File: src/design/osc_pkg.sv
// Constants and encodings for the oscillator clock switch
//
// Contract
// - bus_clock_x2 is half of bus_clock_x4
// - Internal 12.8/8/4 MHz, 12.8 default after reset
// - Signed trim; larger value gives longer period
// - External source enables input pin, crystal output
// - Count two external rising edges before switching
// - Set engaged first, then stop internal oscillator
// - Clearing source and request returns to internal
// - Direct clock feeds x4; pin enable forced clear
// - Crystal mode: output pin drives inverted input
// - Internal/RC: pin enable chooses port or x4
// - Internal mode releases input pin to port
// - No interrupts, no break-affected status flags
// - Runs in wait; in stop only if kept
// - Stop disable honoured unless keep overrides
// - Source codes: internal, direct, RC, crystal
// - Frequency codes 4/8/12.8 MHz, 11 reserved
// - Reset leaves internal oscillator in use
package osc_pkg;
  // ****************************************************************
  // Clock and accumulator figures
  // ****************************************************************
  localparam int unsigned CLK_SYS_KHZ = 40000;     // System clock rate
  localparam int unsigned ACC_W       = 16;        // Phase accumulator width
  localparam int unsigned TRIM_SHIFT  = 9;         // About 0.2 % per trim step
  localparam int unsigned F_HI_KHZ    = 12800;     // Fast internal rate
  localparam int unsigned F_MID_KHZ   = 8000;      // Middle internal rate
  localparam int unsigned F_LO_KHZ    = 4000;      // Slow internal rate
  // Phase step per system clock; the x4 level toggles twice per period
  localparam logic [15:0] STEP_HI  = 16'((F_HI_KHZ * 2 * 65536) / CLK_SYS_KHZ);
  localparam logic [15:0] STEP_MID = 16'((F_MID_KHZ * 2 * 65536) / CLK_SYS_KHZ);
  localparam logic [15:0] STEP_LO  = 16'((F_LO_KHZ * 2 * 65536) / CLK_SYS_KHZ);
  localparam int unsigned EDGE_CHECK = 2;          // External edges before switch

  // ****************************************************************
  // Field encodings
  // ****************************************************************
  localparam logic [1:0] SRC_INT  = 2'h0;          // Internal oscillator
  localparam logic [1:0] SRC_EXT  = 2'h1;          // Direct external clock
  localparam logic [1:0] SRC_RC   = 2'h2;          // External RC
  localparam logic [1:0] SRC_XTAL = 2'h3;          // External crystal
  localparam logic [1:0] FRQ_LO   = 2'h0;          // 4.0 MHz
  localparam logic [1:0] FRQ_MID  = 2'h1;          // 8.0 MHz
  localparam logic [1:0] FRQ_HI   = 2'h2;          // 12.8 MHz, reset default

  typedef enum logic [1:0] {ST_INT, ST_CHECK, ST_EXT, ST_BACK} sw_state_e;
endpackage : osc_pkg

File: src/design/osc_clock_switch.sv
// Oscillator source selection, glitch-free switch and bus clock division
`timescale 1ns/10ps
`default_nettype none
module osc_clock_switch
  import osc_pkg::*;
#(
  parameter int unsigned EDGES = EDGE_CHECK        // Edges that prove activity
) (
  input  wire logic       clk_sys,                 // 40 MHz system clock
  input  wire logic       arst_n,                  // Async reset, active low
  input  wire logic [1:0] clock_source_select,     // Source code
  input  wire logic [1:0] crystal_range_select,    // Crystal amplifier range
  input  wire logic [1:0] internal_freq_select,    // Internal rate code
  input  wire logic [7:0] internal_osc_trim,       // Signed period trim
  input  wire logic       external_clock_request,  // Software switch request
  input  wire logic       osc_out_pin_enable,      // Output pin shows x4
  input  wire logic       keep_osc_in_stop,        // Keep running in stop
  input  wire logic       sim_osc_enable,          // Enable from integration unit
  input  wire logic       stop_mode,               // Device is in stop
  input  wire logic       clock_in_pin,            // Input pin level
  input  wire logic       port_out,                // Port data for output pin
  input  wire logic       port_oe,                 // Port drive for output pin
  output logic            clock_in_enable,         // Input pin owned as clock
  output logic            clock_out_pin_out,       // Output pin data
  output logic            clock_out_pin_oe,        // Output pin drive enable
  output logic            osc_out_pin_enable_eff,  // Enable as seen by the pin
  output logic [1:0]      xtal_amp_select,         // Active crystal amplifier
  output logic            external_clock_engaged,  // External source in use
  output logic            bus_clock_x4,            // Selected clock level
  output logic            bus_clock_x2             // Half of bus_clock_x4
);
  // ****************************************************************
  // Elaboration checks
  // ****************************************************************
  if (EDGES < 1 || EDGES > 7) begin : g_chk
    $error("EDGES must be 1 to 7");
  end

  // ****************************************************************
  // Decoding
  // ****************************************************************
  // Base step for the internal rate; reserved code runs at the fast rate
  function automatic logic [15:0] base_step(input logic [1:0] code);
    unique case (code)
      FRQ_LO:  base_step = STEP_LO;
      FRQ_MID: base_step = STEP_MID;
      default: base_step = STEP_HI;
    endcase
  endfunction : base_step

  logic               osc_active;     // Oscillator allowed to run
  logic        [15:0] step_base;      // Untrimmed step
  logic signed [24:0] trim_prod;      // Step times signed trim
  logic        [15:0] step_eff;       // Trimmed step
  logic               src_is_int;     // Internal source selected
  logic               src_is_xtal;    // Crystal source selected

  // Stop gating; wait mode has no effect here
  assign osc_active  = !stop_mode || sim_osc_enable || keep_osc_in_stop;
  assign src_is_int  = (clock_source_select == SRC_INT);
  assign src_is_xtal = (clock_source_select == SRC_XTAL);
  assign step_base   = base_step(internal_freq_select);
  // Larger trim shrinks the step, so the period grows
  assign trim_prod   = $signed({9'h000, step_base}) * $signed(internal_osc_trim);
  assign step_eff    = 16'(step_base - 16'(trim_prod >>> TRIM_SHIFT));

  // ****************************************************************
  // Internal oscillator model
  // ****************************************************************
  logic [ACC_W-1:0] acc_r, acc_nxt;   // Phase accumulator
  logic             int_x4_r, int_x4_nxt; // Internal clock level
  logic             int_run_r, int_run_nxt; // Internal oscillator running
  logic             pin_r, pin_nxt;   // Registered input pin
  logic             pin_q_r;          // Previous input pin sample
  logic [ACC_W:0]   acc_sum;          // Sum with carry

  // Phase advance; stopped oscillator holds its phase
  always_comb begin
    acc_sum    = {1'b0, acc_r} + {1'b0, step_eff};
    acc_nxt    = acc_r;
    int_x4_nxt = int_x4_r;
    pin_nxt    = clock_in_pin;
    if (int_run_r && osc_active) begin
      acc_nxt    = acc_sum[ACC_W-1:0];
      int_x4_nxt = int_x4_r ^ acc_sum[ACC_W];
    end
  end

  always_ff @(posedge clk_sys or negedge arst_n) begin
    if (!arst_n) begin
      acc_r    <= '0;
      int_x4_r <= 1'b0;
      pin_r    <= 1'b0;
      pin_q_r  <= 1'b0;
    end else begin
      acc_r    <= acc_nxt;
      int_x4_r <= int_x4_nxt;
      pin_r    <= pin_nxt;
      pin_q_r  <= pin_r;
    end
  end

  // ****************************************************************
  // Switch state machine
  // ****************************************************************
  sw_state_e  st_r, st_nxt;           // Switch state
  logic [2:0] edge_cnt_r, edge_cnt_nxt; // External rising edges seen
  logic       sel_ext_r, sel_ext_nxt; // Mux picks external level
  logic       x4_r, x4_nxt;           // Bus clock x4 level
  logic       x2_r, x2_nxt;           // Bus clock x2 level
  logic       all_low;                // Safe instant to change mux
  logic       ext_rise;               // Rising edge on input pin

  assign ext_rise = pin_r && !pin_q_r;
  // Changing the mux only while both sources and the output are low avoids runt pulses
  assign all_low  = !int_x4_r && !pin_r && !x4_r;

  always_comb begin
    st_nxt       = st_r;
    edge_cnt_nxt = edge_cnt_r;
    sel_ext_nxt  = sel_ext_r;
    int_run_nxt  = int_run_r;
    unique case (st_r)
      ST_INT: begin
        // Request only counts with an external source chosen
        if (external_clock_request && !src_is_int) begin
          st_nxt       = ST_CHECK;
          edge_cnt_nxt = '0;
        end
      end
      ST_CHECK: begin
        if (!external_clock_request || src_is_int) begin
          st_nxt = ST_INT;                 // Request withdrawn
        end else if (edge_cnt_r >= 3'(EDGES)) begin
          if (all_low) begin
            st_nxt      = ST_EXT;
            sel_ext_nxt = 1'b1;
          end
        end else if (ext_rise && osc_active) begin
          edge_cnt_nxt = edge_cnt_r + 3'h1;
        end
      end
      ST_EXT: begin
        int_run_nxt = 1'b0;
        if (!external_clock_request && src_is_int) begin
          st_nxt      = ST_BACK;
          int_run_nxt = 1'b1;
        end
      end
      ST_BACK: begin
        // Internal oscillator restarted; hand over at a low point
        if (all_low) begin
          st_nxt      = ST_INT;
          sel_ext_nxt = 1'b0;
        end
      end
    endcase
  end

  // Bus clock levels and division
  always_comb begin
    x4_nxt = x4_r;
    x2_nxt = x2_r;
    if (osc_active) begin
      x4_nxt = sel_ext_r ? pin_r : int_x4_r;
      if (x4_nxt && !x4_r) begin
        x2_nxt = !x2_r;
      end
    end
  end

  // Reset always lands on the internal oscillator
  always_ff @(posedge clk_sys or negedge arst_n) begin
    if (!arst_n) begin
      st_r       <= ST_INT;
      edge_cnt_r <= '0;
      sel_ext_r  <= 1'b0;
      int_run_r  <= 1'b1;
      x4_r       <= 1'b0;
      x2_r       <= 1'b0;
    end else begin
      st_r       <= st_nxt;
      edge_cnt_r <= edge_cnt_nxt;
      sel_ext_r  <= sel_ext_nxt;
      int_run_r  <= int_run_nxt;
      x4_r       <= x4_nxt;
      x2_r       <= x2_nxt;
    end
  end

  // ****************************************************************
  // Pin control
  // ****************************************************************
  logic out_r, out_nxt;               // Output pin data
  logic oe_r, oe_nxt;                 // Output pin enable
  logic en_eff;                       // Effective pin enable bit

  // Direct clock forces the enable clear; crystal ignores it
  assign en_eff = osc_out_pin_enable && (clock_source_select != SRC_EXT);

  always_comb begin
    out_nxt = port_out;
    oe_nxt  = port_oe;
    if (src_is_xtal) begin
      out_nxt = !clock_in_pin;
      oe_nxt  = 1'b1;
    end else if (en_eff) begin
      out_nxt = x4_r;
      oe_nxt  = 1'b1;
    end
  end

  always_ff @(posedge clk_sys or negedge arst_n) begin
    if (!arst_n) begin
      out_r <= 1'b0;
      oe_r  <= 1'b0;
    end else begin
      out_r <= out_nxt;
      oe_r  <= oe_nxt;
    end
  end

  // No interrupt or break-sensitive flag exists in this block
  assign clock_in_enable        = !src_is_int;
  assign clock_out_pin_out      = out_r;
  assign clock_out_pin_oe       = oe_r;
  assign osc_out_pin_enable_eff = en_eff && !src_is_xtal;
  assign xtal_amp_select        = crystal_range_select;
  assign external_clock_engaged = sel_ext_r;
  assign bus_clock_x4           = x4_r;
  assign bus_clock_x2           = x2_r;
endmodule : osc_clock_switch
`default_nettype wire

File: config.mk
export PLATFORM = sky130hd
export DESIGN_NAME = osc_clock_switch
export DESIGN_NICKNAME = d
export VERILOG_FILES = /design/src/design/osc_pkg.sv /design/src/design/osc_clock_switch.sv
export SDC_FILE = /design/constraint.sdc
export NUM_CORES = 1
export LEC_CHECK = 0
export BUFFER_PORTS_ARGS = -buffer_cell sky130_fd_sc_hd__buf_2
export CAP_MARGIN = 20
export CORE_MARGIN = 2
export CORE_UTILIZATION = 45
export DETAILED_ROUTE_END_ITERATION = 16
export PLACE_DENSITY_LB_ADDON = 0.3
export SYNTH_ARGS = -nofsm -noshare
export SYNTH_HDL_FRONTEND = slang
export SYNTH_SLANG_ARGS = --single-unit
File: constraint.sdc
create_clock -name clk_sys -period 3.72 [get_ports clk_sys]
set_clock_uncertainty 0.05 [all_clocks]
set_input_delay 0.744 -clock clk_sys [delete_from_list [all_inputs] [get_ports clk_sys]]
set_output_delay 0.744 -clock clk_sys [all_outputs]
set_load 0.05 [all_outputs]
; Yosys cells after proc, flatten, opt, wreduce, memory -nomap -nowiden
; Cells that the tools add are included.
[totals]
ff_bits = 30
in_bits = 24
out_inout_bits = 9
elab_cells = 90
[classes]
n_addsub = 3
mul = 1
n_lt_le_gt_ge = 1
eq_ne = 16
n_mux = 24
bitwise = 1
n_reduce_logical = 32
[ops]
columns = operator, n
row1 = 16-bit one-hot mux with 2 select lines, 1
row2 = 17-bit by 8-bit multiplier with 25-bit output, 1
row3 = 16-bit by 16-bit adder with 17-bit output, 1
row4 = "2-bit inequality test, second input constant", 8
row5 = 16-bit subtractor, 1
row6 = 5-bit AND reduction, 3
row7 = 2-bit 2-to-1 mux, 6
row8 = 3-bit 2-to-1 mux, 4
row9 = 1-bit logical AND, 10
row10 = 1-bit logical NOT, 10
row11 = 1-bit 2-to-1 mux, 10
row12 = 2-bit one-hot mux with 4 select lines, 1
row13 = "2-bit == test, second input constant", 3
row14 = 2-bit logical NOT, 3
row15 = "3-bit inequality test, second input constant", 2
row16 = 3-bit one-hot mux with 2 select lines, 1
row17 = "2-bit by 1-bit == test with 1-bit output, second input constant", 2
row18 = 2-bit nonzero test, 2
row19 = "3-bit by 1-bit adder with 3-bit output, second input constant", 1
row20 = "3-bit by 2-bit >= comparator with 1-bit output, second input constant", 1
row21 = 1-bit logical OR, 3
row22 = "2-bit by 1-bit inequality test with 1-bit output, second input constant", 1
row23 = 1-bit one-hot mux with 2 select lines, 1
row24 = 2-bit AND reduction, 1
row25 = 1-bit XOR, 1

; Longest topological paths before layout
; Gate-level depths: netlist of the first run.
[depth]
word_depth = 8
ltp_mapped = 38
depth_no_buf = 38

; Worst setup path before layout of the first run
; OpenSTA, ideal clock, no wires.
[synth_path]
path_type = input to register
from = input port internal_freq_select[0]
to = register int_x4_r
setup_time_ns = 0.069
arrival_time_ns = 8.375
t_required_ns = 3.601
slack_ns = -4.774
stages = 37
n_path_buf = 1
cell_sequence = clkbuf_1 nand2_1 inv_1 nand2_1 xnor2_1 ha_1 inv_1 fa_1 inv_1 fa_1 inv_1 fa_1 inv_1 ha_1 a21oi_1 and2b_1 or2_4 a21oi_4 and2b_2 nor2_1 nor2b_1 nor2_1 xor2_1 ha_1 and3_1 a211oi_1 o21ai_0 a21o_1 a21oi_1 xor2_1 ha_1 a21oi_1 o22ai_1 a2111oi_0 nor3b_1 or4b_2 nand3_1
[synth_via]
elab_chain_cells = 6
word_cells_on_any_way = 7
classes_between = add/sub (2) / mul (1) / eq/ne (1) / mux (1) / bitwise (1) / reduce/logical (1)
[synth_rtl]
columns = element, line_no
row1 = "start, declared", osc_clock_switch.sv:13  ; input wire logic [1:0] internal_freq_select,
row2 = 2-bit by 1-bit == test with 1-bit output or 2-bit logical NOT (tied branches), osc_clock_switch.sv:44  ; unique case (code)
row3 = 16-bit one-hot mux with 2 select lines (*), osc_clock_switch.sv:44
row4 = 17-bit by 8-bit multiplier with 25-bit output, osc_clock_switch.sv:64  ; assign trim_prod = $signed({9'h000, step_base}) * $signed(internal_osc_trim);
row5 = 16-bit subtractor (*), osc_clock_switch.sv:65  ; assign step_eff = 16'(step_base - 16'(trim_prod >>> TRIM_SHIFT));
row6 = 16-bit by 16-bit adder with 17-bit output (*), osc_clock_switch.sv:79  ; acc_sum = {1'b0, acc_r} + {1'b0, step_eff};
row7 = 1-bit XOR (*), osc_clock_switch.sv:85  ; int_x4_nxt = int_x4_r ^ acc_sum[ACC_W];
row8 = "end signal, assigned", osc_clock_switch.sv:97  ; int_x4_r <= int_x4_nxt;
row9 = "end, declared", osc_clock_switch.sv:71  ; logic int_x4_r, int_x4_nxt;
; Every way passes the cells marked *; elsewhere a longest branch is shown, timed or not.
; A chain may end at the register's enable or synchronous reset.

; Worst setup path in the final report of the first run
; Ends and elaborated chain as after synthesis.

==> report_table.html, run 1 <==
<table>
<tr><th>Metric</th><th>Value</th></tr>
<tr><th colspan="2">Logic synthesis</th></tr>
<tr><td>Leading register cell type out of synthesis</td><td>dfrtp_1</td></tr>
<tr><td>Most numerous cell types in the synthesized netlist</td><td>inv_1 (134), ha_1 (104), fa_1 (62)</td></tr>
<tr><td>Sequential-to-total area share from yosys stat</td><td>12.5%</td></tr>
<tr><td>Synth Warn #</td><td>0</td></tr>
<tr><td>Top cell type by total area after synthesis</td><td>ha_1</td></tr>
<tr><td>Number of synthesized flops with an enable pin</td><td>0</td></tr>
<tr><td>Number of library cell types mapped by synthesis</td><td>61</td></tr>
<tr><td>Mean cell area of the mapped netlist</td><td>about 8.7 um^2</td></tr>
<tr><td>Ranking of synthesized cells by area</td><td>ha_1 (22%), fa_1 (21%), dfrtp_1 (12%), inv_1 (8.4%), xnor2_1 (3.2%)</td></tr>
<tr><td>Synthesized flop and latch total</td><td>30</td></tr>
<tr><td>Most numerous cell in the Yosys netlist</td><td>inv_1</td></tr>
<tr><td>Post-synthesis cell area</td><td>around 6000 um^2</td></tr>
<tr><td>Number of instances in the synthesized netlist</td><td>692</td></tr>
<tr><td>Fraction of synthesized cell area taken by the top area cell type</td><td>21.6%</td></tr>
<tr><td>Post-Synthesis Net Count</td><td>roughly 900</td></tr>
<tr><td>Synth async-reset ratio</td><td>100%</td></tr>
<tr><th colspan="2">Global route</th></tr>
<tr><td>Vias in the first global route</td><td>5671</td></tr>
<tr><td>Pin count of the biggest net entering global routing</td><td>31</td></tr>
<tr><td>Total global routing track utilization</td><td>22.0%</td></tr>
<tr><td>Initial antenna violation count</td><td>0</td></tr>
<tr><td>GRT Residual Overflow</td><td>0</td></tr>
<tr><td>First-pass GRT wire length</td><td>25700 um</td></tr>
<tr><th colspan="2">Worst setup path</th></tr>
<tr><td>FF-to-FF setup slack</td><td>0.85 ns</td></tr>
<tr><td>Delay-heaviest family, CP</td><td>adder cells</td></tr>
<tr><td>Critical path's most frequent cell</td><td>fa_1</td></tr>
<tr><td>Worst Setup End Kind</td><td>flop</td></tr>
<tr><td>Slowest CP cell</td><td>fa_1</td></tr>
<tr><td>Number of buffers and inverters on the critical path</td><td>7</td></tr>
<tr><td>Required time worst endpoint</td><td>3.89 ns</td></tr>
<tr><td>Data arrival at the endpoint of the critical path</td><td>7.96 ns</td></tr>
<tr><td>Critical Path Max Stage Delay</td><td>0.50 ns</td></tr>
<tr><td>Critical path class</td><td>primary input to flop</td></tr>
<tr><td>Critical Path Fanout Max</td><td>6</td></tr>
<tr><td>Startpoint kind of the worst setup timing path</td><td>primary input</td></tr>
<tr><th colspan="2">Layout</th></tr>
<tr><td>Total Nets Final</td><td>1096</td></tr>
<tr><td>Proportion of layout cells with a drive suffix above 1</td><td>36.5%</td></tr>
<tr><td>Register area</td><td>between 700 and 800 um^2</td></tr>
<tr><td>Antenna diode count</td><td>0</td></tr>
<tr><td>Multi-input gate area in the final layout</td><td>around 5300 um^2</td></tr>
<tr><td>Relative area change from synthesis to final layout</td><td>41.9%</td></tr>
<tr><td>Filler cell count in the final layout</td><td>1060</td></tr>
<tr><th colspan="2">Clock tree</th></tr>
<tr><td>TritonCTS clock tree</td><td>done</td></tr>
<tr><td>Post-cts hold buffer count</td><td>0</td></tr>
<tr><td>Later-pin clock latency in the skew report</td><td>about 0.28 ns</td></tr>
<tr><td>Clock tree sinks</td><td>30</td></tr>
<tr><td>Buffer type at the clock tree root</td><td>clkbuf_16</td></tr>
<tr><td>H-tree depth reported by CTS</td><td>2</td></tr>
<tr><td>Buffers from clock root to sink, at most</td><td>2</td></tr>
<tr><td>TritonCTS Buffers</td><td>5</td></tr>
<tr><td>Clk slew on worst S/H paths</td><td>approximately 0.05 ns</td></tr>
<tr><th colspan="2">Timing</th></tr>
<tr><td>Least-Margin Pin Slew</td><td>just under 0.7 ns</td></tr>
<tr><td>Smallest setup slack after layout</td><td>-4.07 ns</td></tr>
<tr><td>Final setup vio count</td><td>17</td></tr>
<tr><td>Unrepaired setup endpoints after global routing</td><td>true</td></tr>
<tr><td>Final Critical Period</td><td>7.79 ns</td></tr>
<tr><td>Slew Limit Headroom</td><td>54.2%</td></tr>
<tr><td>Ratio of final minimum period to clock period</td><td>209%</td></tr>
<tr><td>FMAX</td><td>128 MHz</td></tr>
<tr><td>Final count of hold timing violations</td><td>0</td></tr>
<tr><td>Number of max-slew violations in the final report</td><td>0</td></tr>
<tr><th colspan="2">Detailed routing</th></tr>
<tr><td>Total iterations of the first detailed-routing run</td><td>5</td></tr>
<tr><td>Detailed Route WL</td><td>15600 um</td></tr>
<tr><td>DR WL/cell</td><td>14.4 um</td></tr>
<tr><td>Post-detailed-route count of antenna-violating nets</td><td>0</td></tr>
<tr><td>Per-cell via count in the routed design</td><td>a little over 5</td></tr>
<tr><td>DRC Markers</td><td>0</td></tr>
<tr><td>DR iter-0 viols</td><td>282</td></tr>
<tr><td>Routed vias</td><td>roughly 5500</td></tr>
<tr><th colspan="2">Die</th></tr>
<tr><td>Top-level port count</td><td>33</td></tr>
<tr><td>Overall die width</td><td>approximately 120 um</td></tr>
<tr><td>Die height</td><td>120 um</td></tr>
<tr><td>Die Area</td><td>14300 um^2</td></tr>
<tr><td>Cell Rows</td><td>between 40 and 50</td></tr>
<tr><td>Core region area</td><td>13100 um^2</td></tr>
<tr><td>Initial core utilization</td><td>45.8%</td></tr>
<tr><th colspan="2">Status</th></tr>
<tr><td>Violated checks</td><td>setup timing</td></tr>
<tr><td>Outcome</td><td>finished with violations</td></tr>
<tr><th colspan="2">Placed design</th></tr>
<tr><td>Post-Place Worst Slack</td><td>-4.45 ns</td></tr>
<tr><td>Buffers on Ports</td><td>28</td></tr>
<tr><td>Sum of net half-perimeters after detailed placement</td><td>12700 um</td></tr>
<tr><td>Weighted congestion reported at the end of routability-driven placement</td><td>about 0.89</td></tr>
<tr><th colspan="2">Hold path</th></tr>
<tr><td>Type of the most critical hold path</td><td>flop to flop</td></tr>
<tr><th colspan="2">Flow run</th></tr>
<tr><td>Max Cap Viol</td><td>0</td></tr>
</table>
metrics by stage:
step / utilization (%) / TNS (ns) / area, um^2 / hold slack, ns / instances
floorplan: - / -52.01 / 6150 / 0.337 / 692
global placement: 59.0 / -57.12 / 7750 / 0.391 / 1058
detailed placement: 59.0 / -59.85 / 7750 / 0.380 / 1058
CTS: 62.7 / -52.53 / 8240 / 0.407 / 1076
global route: 65.1 / -58.52 / 8550 / 0.428 / 1083
finish: 65.1 / -54.55 / 8550 / 0.409 / 1083
cell families (layout without fill, tap and decap cells):
group / Yosys count / in the layout / share of synthesized area, %
and+or+nand+nor: 181 / 181 / 15.2
xor gates and xnor gates: 44 / 44 / 6.52
AOI/OAI and AO/OA: 115 / 115 / 12.9
adders and majority gates: 166 / 166 / 42.2
DFF: 30 / 30 / 12.5
muxes: 7 / 7 / 1.25
buffers and inverters: 149 / 364 / 9.41
cells in the final DEF, fill, tap and decap left out, types with 4 or more instances in the layout:
cell and count:
and2_1 13, a21o_1 6, nand3_1 8, xor2_1 20
and3_1 7, o31ai_1 4, nand2b_1 5, xnor2_1 14
nand2_1 43, nor3_1 9, nor2_1 35, buf_4 182
buf_2 26, xnor2_2 8, nor2_2 4, a21oi_1 20
buf_6 11, a21oi_4 4, o21bai_1 6, nor2_4 4
a211oi_2 5, inv_1 123, clkbuf_16 5, dfrtp_1 29
o21ai_1 15, a21oi_2 9, nor2b_1 16, ha_4 10
ha_1 93, o21ai_0 13, inv_2 9, fa_1 61
area by class of cell:
| cell class | instances | share of cell area [%] |
|---|---|---|
| Clock buffer | 6 | 1.51 |
| Clock inverter | 2 | 0.117 |
| Inverter | 135 | 6.04 |
| Multi-Input combinational cell | 513 | 61.7 |
| Sequential cell | 30 | 8.80 |
| Tap cell | 176 | 2.58 |
| Timing Repair Buffer | 221 | 19.3 |
sequential cells by signal, indices dropped and copies added, names as in the netlist, named ones only:
register and count:
acc_r 16, edge_cnt_r 3, bus_clock_x2 1, bus_clock_x4 1
clock_out_pin_oe 1, clock_out_pin_out 1, external_clock_engaged 1, int_run_r 1
int_x4_r 1, pin_q_r 1, pin_r 1, st_r 1
what timing repair did:
action                     CTS  global route
setup endpoints to repair   17            17
setup buffers               12             9
gates resized for setup     66            44
pin swaps                   49            44
per-layer routing:
layer  vias to the layer above  track usage (%)  wire [um]
met1                      2680             28.2       6580
met5                         -                0          0
li1                       2717                -          -
met4                         0             4.49        155
met3                        17             3.14        578
met2                       109             39.5       8310
worst paths after layout:
path,start,cells after the start,to
worst max-delay path,internal_freq_select[0],37,int_x4_r
worst min-delay path,pin_r,0,pin_q_r
worst max register to register,acc_r[0],11,int_x4_r
worst min register to register,pin_r,0,pin_q_r
max in group asynchronous,arst_n,1,acc_r[4]
min in group asynchronous,arst_n,1,edge_cnt_r[2]
Power of run 1 is left out: the tool's default activity adds up to more than one toggle a clock period on the data nets, which glitch-free logic cannot reach.
==> run 2: changes to the inputs <==
--- a/config.mk
+++ b/config.mk
@@ -11,6 +11,7 @@
 export CORE_UTILIZATION = 45
 export DETAILED_ROUTE_END_ITERATION = 16
 export PLACE_DENSITY_LB_ADDON = 0.3
+export REMOVE_ABC_BUFFERS = 1
 export SYNTH_ARGS = -nofsm -noshare
 export SYNTH_HDL_FRONTEND = slang
 export SYNTH_SLANG_ARGS = --single-unit
==> report_table.html, run 2 (synthesis results as in run 1) <==
<table>
<tr><th>Metric</th><th>Value</th></tr>
<tr><th colspan="2">Global route</th></tr>
<tr><td>GRT Residual Overflow</td><td>0 (unchanged)</td></tr>
<tr><td>Total global routing track utilization</td><td>23.9% (was 22.0%)</td></tr>
<tr><td>Vias in the first global route</td><td>5922 (was 5671)</td></tr>
<tr><td>Pin count of the biggest net entering global routing</td><td>31 (unchanged)</td></tr>
<tr><td>Initial antenna violation count</td><td>0 (unchanged)</td></tr>
<tr><td>First-pass GRT wire length</td><td>27800 um (was 25700 um)</td></tr>
<tr><th colspan="2">Clock tree</th></tr>
<tr><td>Buffers from clock root to sink, at most</td><td>2 (unchanged)</td></tr>
<tr><td>Buffer type at the clock tree root</td><td>clkbuf_16 (unchanged)</td></tr>
<tr><td>Clk slew on worst S/H paths</td><td>0.05 ns (about the same)</td></tr>
<tr><td>TritonCTS clock tree</td><td>done (unchanged)</td></tr>
<tr><td>TritonCTS Buffers</td><td>5 (unchanged)</td></tr>
<tr><td>Post-cts hold buffer count</td><td>0 (unchanged)</td></tr>
<tr><td>Clock tree sinks</td><td>30 (unchanged)</td></tr>
<tr><td>Later-pin clock latency in the skew report</td><td>0.28 ns (about the same)</td></tr>
<tr><td>H-tree depth reported by CTS</td><td>2 (unchanged)</td></tr>
<tr><th colspan="2">Layout</th></tr>
<tr><td>Total Nets Final</td><td>1095 (was 1096)</td></tr>
<tr><td>Leading cell types in the layout, fill and taps excluded</td><td>buf_4 (172), inv_1 (124), ha_1 (96), fa_1 (61), nand2_1 (42) (was buf_4 (182), inv_1 (123), ha_1 (93), fa_1 (61), nand2_1 (43))</td></tr>
<tr><td>Register containing the most flip-flops in the final layout</td><td>acc_r (unchanged)</td></tr>
<tr><td>Most common cell after layout, fill and taps aside</td><td>buf_4 (unchanged)</td></tr>
<tr><td>Post-route core utilization</td><td>65.5% (was 65.1%)</td></tr>
<tr><td>Relative area change from synthesis to final layout</td><td>42.9% (was 41.9%)</td></tr>
<tr><td>Biggest regs</td><td>acc_r: 16 flops, edge_cnt_r: 3 flops (unchanged)</td></tr>
<tr><td>Largest register FFs</td><td>16 (unchanged)</td></tr>
<tr><td>Register area</td><td>752 um^2 (unchanged)</td></tr>
<tr><td>Proportion of layout cells with a drive suffix above 1</td><td>37.7% (was 36.5%)</td></tr>
<tr><td>Antenna diode count</td><td>0 (unchanged)</td></tr>
<tr><td>Multi-input gate area in the final layout</td><td>5280 um^2 (was 5270 um^2)</td></tr>
<tr><td>Filler cell count in the final layout</td><td>1026 (was 1060)</td></tr>
<tr><th colspan="2">Timing</th></tr>
<tr><td>Slew Limit Headroom</td><td>50.7% (was 54.2%)</td></tr>
<tr><td>Ratio of final minimum period to clock period</td><td>208% (was 209%)</td></tr>
<tr><td>Final count of hold timing violations</td><td>0 (unchanged)</td></tr>
<tr><td>FMAX</td><td>129 MHz (was 128 MHz)</td></tr>
<tr><td>Final Critical Period</td><td>7.73 ns (was 7.79 ns)</td></tr>
<tr><td>Final setup vio count</td><td>17 (unchanged)</td></tr>
<tr><td>Unrepaired setup endpoints after global routing</td><td>true (unchanged)</td></tr>
<tr><td>Least-Margin Pin Slew</td><td>0.740 ns (was 0.687 ns)</td></tr>
<tr><td>Smallest setup slack after layout</td><td>-4.01 ns (was -4.07 ns)</td></tr>
<tr><td>Number of max-slew violations in the final report</td><td>0 (unchanged)</td></tr>
<tr><th colspan="2">Die</th></tr>
<tr><td>Cell Rows</td><td>42 (unchanged)</td></tr>
<tr><td>Overall die width</td><td>120 um (unchanged)</td></tr>
<tr><td>Top-level port count</td><td>33 (unchanged)</td></tr>
<tr><td>Die Area</td><td>14300 um^2 (unchanged)</td></tr>
<tr><td>Die height</td><td>120 um (unchanged)</td></tr>
<tr><td>Core region area</td><td>13100 um^2 (unchanged)</td></tr>
<tr><td>Initial core utilization</td><td>45.8% (unchanged)</td></tr>
<tr><th colspan="2">Detailed routing</th></tr>
<tr><td>DR WL/cell</td><td>15.8 um (was 14.4 um)</td></tr>
<tr><td>Post-detailed-route count of antenna-violating nets</td><td>0 (unchanged)</td></tr>
<tr><td>Per-cell via count in the routed design</td><td>5.17 (was 5.10)</td></tr>
<tr><td>Routed vias</td><td>5590 (was 5523)</td></tr>
<tr><td>Total iterations of the first detailed-routing run</td><td>4 (was 5)</td></tr>
<tr><td>DRC Markers</td><td>0 (unchanged)</td></tr>
<tr><td>DR iter-0 viols</td><td>311 (was 282)</td></tr>
<tr><td>Detailed Route WL</td><td>17100 um (was 15600 um)</td></tr>
<tr><th colspan="2">Worst setup path</th></tr>
<tr><td>Critical Path Fanout Max</td><td>4 (was 6)</td></tr>
<tr><td>Data arrival at the endpoint of the critical path</td><td>7.89 ns (was 7.96 ns)</td></tr>
<tr><td>Required time worst endpoint</td><td>3.88 ns (was 3.89 ns)</td></tr>
<tr><td>Critical path class</td><td>primary input to flop (unchanged)</td></tr>
<tr><td>Slowest CP cell</td><td>fa_1 (unchanged)</td></tr>
<tr><td>Critical path's most frequent cell</td><td>fa_1 (unchanged)</td></tr>
<tr><td>Critical Path Max Stage Delay</td><td>0.52 ns (was 0.50 ns)</td></tr>
<tr><td>Startpoint kind of the worst setup timing path</td><td>primary input (unchanged)</td></tr>
<tr><td>Worst Setup End Kind</td><td>flop (unchanged)</td></tr>
<tr><th colspan="2">Hold path</th></tr>
<tr><td>Type of the most critical hold path</td><td>flop to flop (unchanged)</td></tr>
<tr><th colspan="2">Placed design</th></tr>
<tr><td>Post-Place Worst Slack</td><td>-4.93 ns (was -4.45 ns)</td></tr>
<tr><td>Weighted congestion reported at the end of routability-driven placement</td><td>0.914 (was 0.889)</td></tr>
<tr><td>Buffers on Ports</td><td>28 (unchanged)</td></tr>
<tr><td>Sum of net half-perimeters after detailed placement</td><td>13100 um (was 12700 um)</td></tr>
<tr><th colspan="2">Flow run</th></tr>
<tr><td>Max Cap Viol</td><td>0 (unchanged)</td></tr>
<tr><th colspan="2">Status</th></tr>
<tr><td>Outcome</td><td>finished with violations (unchanged)</td></tr>
<tr><td>Violated checks</td><td>setup timing (unchanged)</td></tr>
</table>
[run 2: critical path, delay by kind of cell]
family,cells,cell delay (ns)
buffers and inverters,7,0.44
and+or+nand+nor,10,1.59
AOI/OAI and AO/OA,10,1.84
xor gates and xnor gates,3,0.49
muxes,1,0.12
adders and majority gates,7,2.63
[run 2: final cells by class]
type                       instances  area share, %
clock buffer                       7           1.66
timing repair buffer             220           19.5
multi-input combinational        513           61.4
tap                              176           2.56
sequential                        30           8.74
clock inverter                     1         0.0581
inverter                         135           6.06
[run 2: through the flow]
step | instances | instance area (um^2) | TNS, ns | hold slack (ns)
after floorplan | 678 | 5960 | -57.43 | 0.337
after global placement | 1056 | 7630 | -61.02 | 0.357
after detailed placement | 1056 | 7630 | -63.38 | 0.367
after CTS | 1076 | 8340 | -50.63 | 0.379
after global routing | 1082 | 8610 | -58.50 | 0.409
final | 1082 | 8610 | -53.47 | 0.386
[run 2: layer usage]
metal | up-vias | part of all wire, % | track usage (%)
met3 | 28 | 3.1 | 2.80
met4 | 0 | 1.7 | 4.85
met5 | - | 0 | 0
met1 | 2756 | 43 | 31.3
li1 | 2714 | - | -
met2 | 92 | 53 | 42.6
[run 2: path summary, 6_finish.rpt]
kind | start | end | slack, ns | cells after the start
min in group asynchronous | arst_n | clock_out_pin_out | 0.48 | 1
hold reg to reg | pin_r | pin_q_r | 0.39 | 0
hold / removal | pin_r | pin_q_r | 0.39 | 0
max in group asynchronous | arst_n | acc_r[5] | 2.67 | 1
setup / recovery | internal_freq_select[1] | int_x4_r | -4.01 | 38
setup reg to reg | acc_r[0] | int_x4_r | 0.75 | 11
[run 2: timing repair]
item / CTS / global route
gates resized for setup: 121 / 53
endpoints found under the setup margin: 17 / 17
pin swaps: 87 / 30
buffers inserted: 14 / 7
Power of run 2 is left out for the same reason.
